$ cat src/verilog/bpcs_pkg.sv
// package: register map, field layout and carriers of the primary command/status bank
package bpcs_pkg;

  // ****************************************
  // bus geometry
  // ****************************************
  localparam int          ADDR_W       = 8;
  localparam int          DATA_W       = 32;
  localparam int          IDX_W        = 6;
  localparam int          REG_W        = 16;
  localparam int          EVT_N        = 3;

  // ****************************************
  // register indices (byte address = 4 * index)
  // ****************************************
  localparam logic [5:0]  CMD_IDX      = 6'h04;
  localparam logic [5:0]  STS_IDX      = 6'h06;
  localparam logic [5:0]  IRQ_STS_IDX  = 6'h08;
  localparam logic [5:0]  IRQ_MSK_IDX  = 6'h09;

  // ****************************************
  // command fields
  // ****************************************
  localparam int          CMD_IO_EN    = 0;
  localparam int          CMD_MEM_EN   = 1;
  localparam int          CMD_MASTER_EN = 2;
  localparam int          CMD_SPECIAL  = 3;
  localparam int          CMD_WINV     = 4;
  localparam int          CMD_VGA      = 5;
  localparam int          CMD_PAR_RESP = 6;
  localparam int          CMD_WAIT_CTL = 7;
  localparam int          CMD_SERR_EN  = 8;
  localparam int          CMD_FAST_B2B = 9;
  localparam logic [15:0] CMD_WMASK    = 16'h0147;
  localparam logic [15:0] CMD_RESET    = 16'h0000;

  // ****************************************
  // status fields
  // ****************************************
  localparam int          STS_DATA_PAR = 8;
  localparam int          STS_SYS_ERR  = 14;
  localparam int          STS_PAR_ERR  = 15;
  localparam logic [15:0] STS_RO_ONES  = 16'h0030;
  localparam logic [15:0] STS_RESET    = 16'h0030;

  // ****************************************
  // interrupt status / mask layout
  // ****************************************
  localparam int          IRQ_PAR_ERR  = 0;
  localparam int          IRQ_SYS_ERR  = 1;
  localparam int          IRQ_DATA_PAR = 2;
  localparam logic [2:0]  IRQ_RESET    = 3'h0;

  // ****************************************
  // carriers
  // ****************************************
  typedef struct packed {
    logic addr_parity_err;
    logic data_parity_err;
    logic ecc_err;
    logic cpl_err;
    logic serr_req;
  } bpcs_hub_evt_t;

  typedef struct packed {
    logic io_target_en;
    logic pci_target_en;
    logic hub_init_en;
    logic upstream_mem_en;
    logic write_invalidate_en;
    logic err_report;
    logic system_error_message_cycle;
  } bpcs_gate_t;

  localparam bpcs_gate_t GATE_RESET = '0;

endpackage : bpcs_pkg

$ cat src/verilog/bpcs_sticky.sv
// module: vector of sticky flags, set by hardware, cleared by writing one
`timescale 1ns/1ns
module bpcs_sticky #(
  parameter int W = 3
) (
  // clock and reset
  input  wire logic         clk_sys,
  input  wire logic         rst,
  input  wire logic         ce,
  // set and clear
  input  wire logic [W-1:0] set,
  input  wire logic [W-1:0] clr,
  // flags
  output logic      [W-1:0] q
);

  logic [W-1:0] q_r;
  logic [W-1:0] q_nxt;

  // set wins over a clear in the same cycle
  always_comb begin
    q_nxt = (q_r & ~clr) | set;
  end

  always_ff @(posedge clk_sys or posedge rst) begin
    if (rst) begin
      q_r <= '0;
    end else if (ce) begin
      q_r <= q_nxt;
    end
  end

  assign q = q_r;

endmodule : bpcs_sticky

$ cat src/verilog/bpcs_regs.sv
// module: primary command/status register bank with avalon-mm slave and hub gating
//
// Operation
// - fast back-to-back enable reads zero
// - command bit 8 gates system-error cycle
// - bits 7, 5, 3 read zero, ignore writes
// - parity response off: no error reporting
// - parity response on: report, set data-parity flag
// - write-invalidate enable zero, never generated
// - bus master off: no upstream memory
// - memory space off: ignore pci, no hub start
// - memory space on: forward pci cycles
// - io space enable gates io target response
// - status 15 sets on any hub error
// - status 14 sets on system-error cycle
// - status 8 sets on errored completion
// - status 5 reads one always
`timescale 1ns/1ns
module bpcs_regs
  import bpcs_pkg::*;
(
  // clock, reset, enable
  input  wire logic                clk_sys,
  input  wire logic                rst,
  input  wire logic                ce,
  // avalon-mm slave
  input  wire logic [ADDR_W-1:0]   avs_address,
  input  wire logic                avs_read,
  input  wire logic                avs_write,
  input  wire logic [DATA_W-1:0]   avs_writedata,
  input  wire logic [3:0]          avs_byteenable,
  output logic      [DATA_W-1:0]   avs_readdata,
  output logic                     avs_waitrequest,
  // hub link events
  input  wire bpcs_hub_evt_t       hub_evt,
  // gates toward the datapath
  output bpcs_gate_t               gate,
  // interrupt
  output logic                     irq
);

  // ****************************************
  // bus handshake
  // ****************************************
  logic              wait_r;
  logic              wait_nxt;
  logic [DATA_W-1:0] rdata_r;
  logic [DATA_W-1:0] rdata_nxt;
  logic              req;
  logic              take;
  logic              wr_take;
  logic [IDX_W-1:0]  idx;

  assign req     = avs_read | avs_write;
  assign take    = req & ~wait_r;
  assign wr_take = avs_write & ~wait_r;
  assign idx     = avs_address[ADDR_W-1:2];

  // waitrequest drops for one cycle, one cycle after a request appears
  always_comb begin
    wait_nxt = 1'b1;
    if (req && wait_r) begin
      wait_nxt = 1'b0;
    end
  end

  always_ff @(posedge clk_sys or posedge rst) begin
    if (rst) begin
      wait_r <= 1'b1;
    end else if (ce) begin
      wait_r <= wait_nxt;
    end
  end

  // ****************************************
  // byte lane write masks
  // ****************************************
  logic [REG_W-1:0] lane_mask;
  logic [REG_W-1:0] wdata16;

  assign lane_mask = {{8{avs_byteenable[1]}}, {8{avs_byteenable[0]}}};
  assign wdata16   = avs_writedata[REG_W-1:0];

  // ****************************************
  // command register
  // ****************************************
  logic [REG_W-1:0] cmd_r;
  logic [REG_W-1:0] cmd_nxt;
  logic [REG_W-1:0] cmd_wmask;
  logic             cmd_wr;

  assign cmd_wr    = wr_take && (idx == CMD_IDX);
  assign cmd_wmask = lane_mask & CMD_WMASK;

  // only bits 8, 6, 2, 1, 0 are storage; the rest stay zero
  always_comb begin
    cmd_nxt = cmd_r;
    if (cmd_wr) begin
      cmd_nxt = (cmd_r & ~cmd_wmask)
              | (wdata16 & cmd_wmask);
    end
  end

  always_ff @(posedge clk_sys or posedge rst) begin
    if (rst) begin
      cmd_r <= CMD_RESET;
    end else if (ce) begin
      cmd_r <= cmd_nxt;
    end
  end

  // ****************************************
  // hub link event qualification
  // ****************************************
  logic par_resp;
  logic serr_en;
  logic any_err;
  logic data_par_evt;
  logic serr_evt;
  logic report_evt;

  assign par_resp     = cmd_r[CMD_PAR_RESP];
  assign serr_en      = cmd_r[CMD_SERR_EN];
  assign any_err      = hub_evt.addr_parity_err | hub_evt.data_parity_err
                      | hub_evt.ecc_err | hub_evt.cpl_err;
  assign report_evt   = par_resp & any_err;
  assign data_par_evt = par_resp & (hub_evt.data_parity_err | hub_evt.ecc_err
                      | hub_evt.cpl_err);
  assign serr_evt     = serr_en & hub_evt.serr_req;

  // ****************************************
  // primary status flags
  // ****************************************
  logic [EVT_N-1:0] sts_set;
  logic [EVT_N-1:0] sts_clr;
  logic [EVT_N-1:0] sts_q;
  logic             sts_wr;
  logic [REG_W-1:0] sts_w1c;

  assign sts_wr  = wr_take && (idx == STS_IDX);
  assign sts_w1c = sts_wr ? (wdata16 & lane_mask) : '0;

  always_comb begin
    sts_set          = '0;
    sts_set[IRQ_PAR_ERR]  = any_err;
    sts_set[IRQ_SYS_ERR]  = serr_evt;
    sts_set[IRQ_DATA_PAR] = data_par_evt;
    sts_clr               = '0;
    sts_clr[IRQ_PAR_ERR]  = sts_w1c[STS_PAR_ERR];
    sts_clr[IRQ_SYS_ERR]  = sts_w1c[STS_SYS_ERR];
    sts_clr[IRQ_DATA_PAR] = sts_w1c[STS_DATA_PAR];
  end

  bpcs_sticky #(
    .W       (EVT_N)
  ) u_sts (
    .clk_sys (clk_sys),
    .rst     (rst),
    .ce      (ce),
    .set     (sts_set),
    .clr     (sts_clr),
    .q       (sts_q)
  );

  logic [REG_W-1:0] sts_view;

  always_comb begin
    sts_view          = STS_RO_ONES;
    sts_view[STS_PAR_ERR]  = sts_q[IRQ_PAR_ERR];
    sts_view[STS_SYS_ERR]  = sts_q[IRQ_SYS_ERR];
    sts_view[STS_DATA_PAR] = sts_q[IRQ_DATA_PAR];
  end

  // ****************************************
  // interrupt status and mask
  // ****************************************
  logic [EVT_N-1:0] irq_clr;
  logic [EVT_N-1:0] irq_q;
  logic [EVT_N-1:0] msk_r;
  logic [EVT_N-1:0] msk_nxt;

  assign irq_clr = (wr_take && (idx == IRQ_STS_IDX) && avs_byteenable[0])
                 ? avs_writedata[EVT_N-1:0] : '0;

  bpcs_sticky #(
    .W       (EVT_N)
  ) u_irq (
    .clk_sys (clk_sys),
    .rst     (rst),
    .ce      (ce),
    .set     (sts_set),
    .clr     (irq_clr),
    .q       (irq_q)
  );

  always_comb begin
    msk_nxt = msk_r;
    if (wr_take && (idx == IRQ_MSK_IDX) && avs_byteenable[0]) begin
      msk_nxt = avs_writedata[EVT_N-1:0];
    end
  end

  always_ff @(posedge clk_sys or posedge rst) begin
    if (rst) begin
      msk_r <= IRQ_RESET;
    end else if (ce) begin
      msk_r <= msk_nxt;
    end
  end

  logic irq_r;
  logic irq_nxt;

  always_comb begin
    irq_nxt = |(irq_q & msk_r);
  end

  always_ff @(posedge clk_sys or posedge rst) begin
    if (rst) begin
      irq_r <= 1'b0;
    end else if (ce) begin
      irq_r <= irq_nxt;
    end
  end

  // ****************************************
  // register views
  // ****************************************
  logic [DATA_W-1:0] cmd_word;
  logic [DATA_W-1:0] sts_word;
  logic [DATA_W-1:0] irq_word;
  logic [DATA_W-1:0] msk_word;

  // upper bits of every word read zero
  always_comb begin
    cmd_word            = '0;
    cmd_word[REG_W-1:0] = cmd_r;
    sts_word            = '0;
    sts_word[REG_W-1:0] = sts_view;
    irq_word            = '0;
    irq_word[EVT_N-1:0] = irq_q;
    msk_word            = '0;
    msk_word[EVT_N-1:0] = msk_r;
  end

  // ****************************************
  // read data
  // ****************************************
  always_comb begin
    rdata_nxt = rdata_r;
    if (avs_read && wait_r) begin
      unique case (idx)
        CMD_IDX:     rdata_nxt = cmd_word;
        STS_IDX:     rdata_nxt = sts_word;
        IRQ_STS_IDX: rdata_nxt = irq_word;
        IRQ_MSK_IDX: rdata_nxt = msk_word;
        default:     rdata_nxt = '0;
      endcase
    end
  end

  always_ff @(posedge clk_sys or posedge rst) begin
    if (rst) begin
      rdata_r <= '0;
    end else if (ce) begin
      rdata_r <= rdata_nxt;
    end
  end

  // ****************************************
  // datapath gates
  // ****************************************
  bpcs_gate_t gate_r;
  bpcs_gate_t gate_nxt;

  always_comb begin
    gate_nxt                            = GATE_RESET;
    gate_nxt.io_target_en               = cmd_r[CMD_IO_EN];
    gate_nxt.pci_target_en              = cmd_r[CMD_MEM_EN];
    gate_nxt.hub_init_en                = cmd_r[CMD_MEM_EN];
    gate_nxt.upstream_mem_en            = cmd_r[CMD_MEM_EN] & cmd_r[CMD_MASTER_EN];
    gate_nxt.write_invalidate_en        = 1'b0;
    gate_nxt.err_report                 = report_evt;
    gate_nxt.system_error_message_cycle = serr_evt;
  end

  always_ff @(posedge clk_sys or posedge rst) begin
    if (rst) begin
      gate_r <= GATE_RESET;
    end else if (ce) begin
      gate_r <= gate_nxt;
    end
  end

  // ****************************************
  // outputs
  // ****************************************
  assign avs_waitrequest = wait_r;
  assign avs_readdata    = rdata_r;
  assign gate            = gate_r;
  assign irq             = irq_r;

endmodule : bpcs_regs

$ cat config.mk
export PLATFORM = sky130hd
export DESIGN_NAME = bpcs_regs
export DESIGN_NICKNAME = d
export VERILOG_FILES = /design/src/verilog/bpcs_pkg.sv /design/src/verilog/bpcs_sticky.sv /design/src/verilog/bpcs_regs.sv
export SDC_FILE = /design/constraint.sdc
export NUM_CORES = 1
export LEC_CHECK = 0
export ABC_AREA = 1
export BUFFER_PORTS_ARGS = -buffer_cell sky130_fd_sc_hd__buf_4
export CAP_MARGIN = 20
export CORE_ASPECT_RATIO = 1.25
export CORE_MARGIN = 2
export CORE_UTILIZATION = 44
export DETAILED_ROUTE_END_ITERATION = 10
export GPL_TIMING_DRIVEN = 1
export PLACE_DENSITY = 0.8
export SLEW_MARGIN = 20
export SYNTH_ARGS = -nofsm -noshare
export SYNTH_HDL_FRONTEND = slang
export SYNTH_SLANG_ARGS = --single-unit
$ cat constraint.sdc
create_clock -name clk_sys -period 1.35 [get_ports clk_sys]
set_input_delay 0.27 -clock clk_sys [delete_from_list [all_inputs] [get_ports clk_sys]]
set_output_delay 0.27 -clock clk_sys [all_outputs]
set_load 0.02 [all_outputs]
* Word-level counts from Yosys, hierarchy flattened
Index checks and enable logic that the tools add are counted.
** Storage, ports and cells
- Register bits :: 64
- Bits in latches :: 0
- RAM bits :: 0
- Memory bits (read-only) :: 0
- Output and inout port bits :: 41
- Logic and storage cells :: 56
- Memories kept :: 0
** Cells by class
- Add/sub/neg operators :: 0
- Multipliers :: 0
- Div/mod/pow operators :: 0
- Order comparisons :: 0
- Eq/ne operators :: 4
- Shifts and indexed selects :: 0
- Multiplexer cells :: 4
- Bitwise logic cells :: 24
- Reductions and logical operators :: 12
** Operator list (number)
- one-hot mux 16 bit (4 select lines) :: 1
- bitwise AND 16 bit :: 2
- bitwise AND 16 x 9 -> 16 bit :: 1
- two-way mux 16 bit :: 1
- inverter 9 -> 16 bit :: 1
- OR 16 bit :: 1
- equality test 6 x 3 -> 1 bit (second input constant) :: 2
- equality test 6 x 4 -> 1 bit (second input constant) :: 2
- bitwise AND 3 bit :: 3
- logical AND 1 bit :: 8
- inverter 3 bit :: 2
- OR 1 bit :: 6
- OR 3 bit :: 2
- AND reduction 2 bit :: 3
- bitwise AND 1 bit :: 5
- two-way mux 3 bit :: 1
- OR reduction 3 bit :: 1
- two-way mux 1 bit :: 1
- inverter 1 bit :: 1

* Depth between registers and ports, before layout
- Depth after elaboration :: 8
- Depth in mapped cells :: 8
- Depth with buffers taken out :: 8

* Hierarchy
A second synthesis with hierarchy kept.
** Second synthesis, totals
- Cell total of the unflattened synthesis :: 211
- Area total of the unflattened synthesis :: 1691.6 um2
** Modules (own cells, without submodules)
- bpcs_regs :: times used 1, cells an instance 179, area each 1443.9 um2
- bpcs_sticky :: times used 2, cells an instance 16, area each 123.9 um2

* Least setup slack after synthesis
Ideal clock, no wire load.
- Path kind :: reg-to-reg
- From :: reg wait_r, in the netlist avs_waitrequest
- To :: reg rdata_r[14], in the netlist avs_readdata[14]
- Setup time :: 0.066 ns
- Arrival time :: 1.123 ns
- Required time :: 1.284 ns
- Path slack :: 0.161 ns
- Stages on the path, launching flop included :: 6
- Path buffers :: 1
- Clock period less this slack :: 1.189 ns
- Path through :: dfstp_2 nand3_1 clkbuf_1 nor2_2 nand2_1 nand2_1
** Between the ends
- Word-level cells in the longest chain between the ends :: 2
** Ends and longest elaborated chain
- start: declaration :: RTL line bpcs_regs.sv:45 : logic wait_r;
- start signal: assignment :: RTL line bpcs_regs.sv:71 : wait_r <= wait_nxt;
- logical AND 1 bit :: RTL line bpcs_regs.sv:251 : if (avs_read && wait_r) begin
- AND reduction 2 bit (no line)
- end signal: assignment :: RTL line bpcs_regs.sv:266 : rdata_r <= rdata_nxt;
- end: declaration :: RTL line bpcs_regs.sv:47 : logic [DATA_W-1:0] rdata_r;
Every way passes these cells.
A chain may end at the register's enable or synchronous reset.

* Worst setup path after layout
- From :: reg wait_r, in the netlist avs_waitrequest
- To :: out avs_waitrequest
** RTL lines
- end: declaration :: RTL line bpcs_regs.sv:33 : output logic avs_waitrequest,
No word-level cell between the ends.

==> out/results.tsv <==
metric	value	unit
arrival	1.00	ns
max_stage_delay	0.56	ns
syn2layout_area_growth	21.2	%
synth_ff_type	dfrtp_1	
dp_hpwl	2670	um
clk_path_buf_depth	2	
worst_setup_path_start_kind	register	
synth_area_per_cell	7.88	um2
post-route-drc-count	0	
root_buffer	clkbuf_8	
timing.setup.tns	0	ns
hold_violations	0	
use_met2	28.4	%
ant_nets	0	
synth_area	1680	um2
num_rows	25	
power.leakage	1.14	nW
synthTopCellsByArea	dfrtp_1, nand2_1, buf_4	
grtUsageMet3	4.96	%
die_width	59.3	um
path_clk_slew	0.07	ns
drive_gt1_share	30.7	%
whs	0.0459	ns
cts_resized	0	
slew_violations	0	
multiInputGateArea	767	um2
grt-ovfl-total	0	
drt_iter0_markers	56	
postCtsSetupBuffers	0	
cts_made_buffers	5	
routed_via_density	4.70	
place_area	1950	um2
slowest_stage	dfstp_2	
async_reset_ff_share	100	%
post-place-ws	0.123	ns
reg2reg_setup_slack	0.12	ns
yosys.cell_count.top_type	nand2_1	
ir_drop	0.000526	V
clk-insertion-delay-late	0.29	ns
critPathTopFamily	flip-flops	
synth-seq-cells	29	
syn_inst	213	
antenna_found_initial	0	
seqCellArea	727	um2
die-height	73.1	um
critical_path_class	register to output pin	
min_path_type	input port to async pin	
power_density	971	nW/um2
diodes	0	
design_area	2040	um2
ys_seq_area_share	43.3	%
synth_cell_types	22	
grt_pass1_wl	5490	um
vias	1414	
worstSetupEndpointType	output pin	
crit_chain	buf_4	
die_area	4330	um2
grt_util_met1	19.4	%
synth_edf_count	0	
status	complete, no violations	
cts-htree-levels	2	
synth_top_area_cell	dfrtp_1	
design.final.nets	314	
fill_cells	386	
post-route-period-util	93.7	%
drv_cap	0	
max_freq	790	MHz
routedWlPerCell	11.2	um
critPathBufInv	1	
core_area	3720	um2
pin_count	95	
synth_commonest_cells	nand2_1, dfrtp_1, buf_4, nand3_1, inv_1	
rsz0062_at_grt	no	
setup_violations	0	
start_util	45.1	%
min_period	1.27	ns
worstPathRequired	1.08	ns
yosysTopAreaCellShare	41.7	%
track_usage	17.1	%
top_usage_layer	met2	
path_max_fanout	4	
drt_wl_total	3380	um
ctsHoldBuffers	0	
setup_ws	0.0850	ns
reg2reg_from	avs_waitrequest	
finalWeightedCongestion	0.892	
cts.sinks	29	
dr.pass1.iters	4	
reg2reg_depth	8	
tritoncts	built	
final_util	54.7	%
io_buffer_count	41	
grt_pass1_vias	1236	
yosysWarnings	0	
clock-skew-final	0.00803	ns
grt_max_degree	30	
[power by group]
part           internal [mW]  switching (mW)
clock                  0.354           0.346
sequential             0.912          0.0319
combinational          0.114           0.219
[metal layers]
metal,part of all wire (%),vias to the layer above
met5,0,-
met1,39,653
met4,2.0,0
met3,6.0,7
li1,-,709
met2,53,45
[cell families after synthesis]
kind of cell | count (synthesis) | synth area share [%]
other cells | 1 | 0.223
buf+inv | 46 | 16.2
simple gates | 127 | 37.3
flops | 29 | 43.3
compound gates | 10 | 3.05
[stage by stage]
stage                     total power, mW  instances
after floorplan                      1.21        236
after global placement               1.29        293
after detailed placement             1.29        293
after CTS                            2.00        301
after global routing                 2.07        301
final                                1.98        301
[placed cells by master (no fill, tap or decap)]
cell and instances:
nand2_1 77, nand3_1 15, inv_1 12, o21ai_1 3, clkbuf_8 5, dfrtp_1 28, nor2_4 7, nor2_2 3
clkinvlp_4 1, nand4_1 7, a21oi_1 1, nand2_2 6, o21ai_0 5, nor2_1 8, nor2_8 1, conb_1 24
a31oi_1 1, nand2_4 2, inv_2 6, dfstp_2 1, buf_4 45, nand3_2 1, clkinv_2 2
[tightest hold or removal path: stages]
cell	delay, ns
buf_4	0.10
inv_1	0.04
buf_4	0.33
[how the worst max path moves through the flow]
| stage | end | from | cells past startpoint | slack (ns) |
|---|---|---|---|---|
| after CTS | avs_waitrequest | avs_waitrequest | 1 | 0.08 |
| final | avs_waitrequest | avs_waitrequest | 1 | 0.08 |
| after floorplan | avs_readdata[14] | avs_waitrequest | 5 | 0.16 |
| after detailed placement | u_sts.q[2] | avs_address[5] | 9 | 0.12 |
| after global placement | u_sts.q[0] | avs_address[5] | 9 | 0.14 |
| after global routing | u_irq.q[0] | avs_waitrequest | 8 | 0.03 |
[final cells by class]
type | count | area share, %
clock buffers | 5 | 3.38
clock inverters | 3 | 0.860
inverters | 18 | 3.32
multi-input cells | 161 | 37.7
flip-flops and latches | 29 | 35.7
well taps | 40 | 2.46
repair buffers | 45 | 16.6
Note: power is estimated with default switching activity, not from simulation.
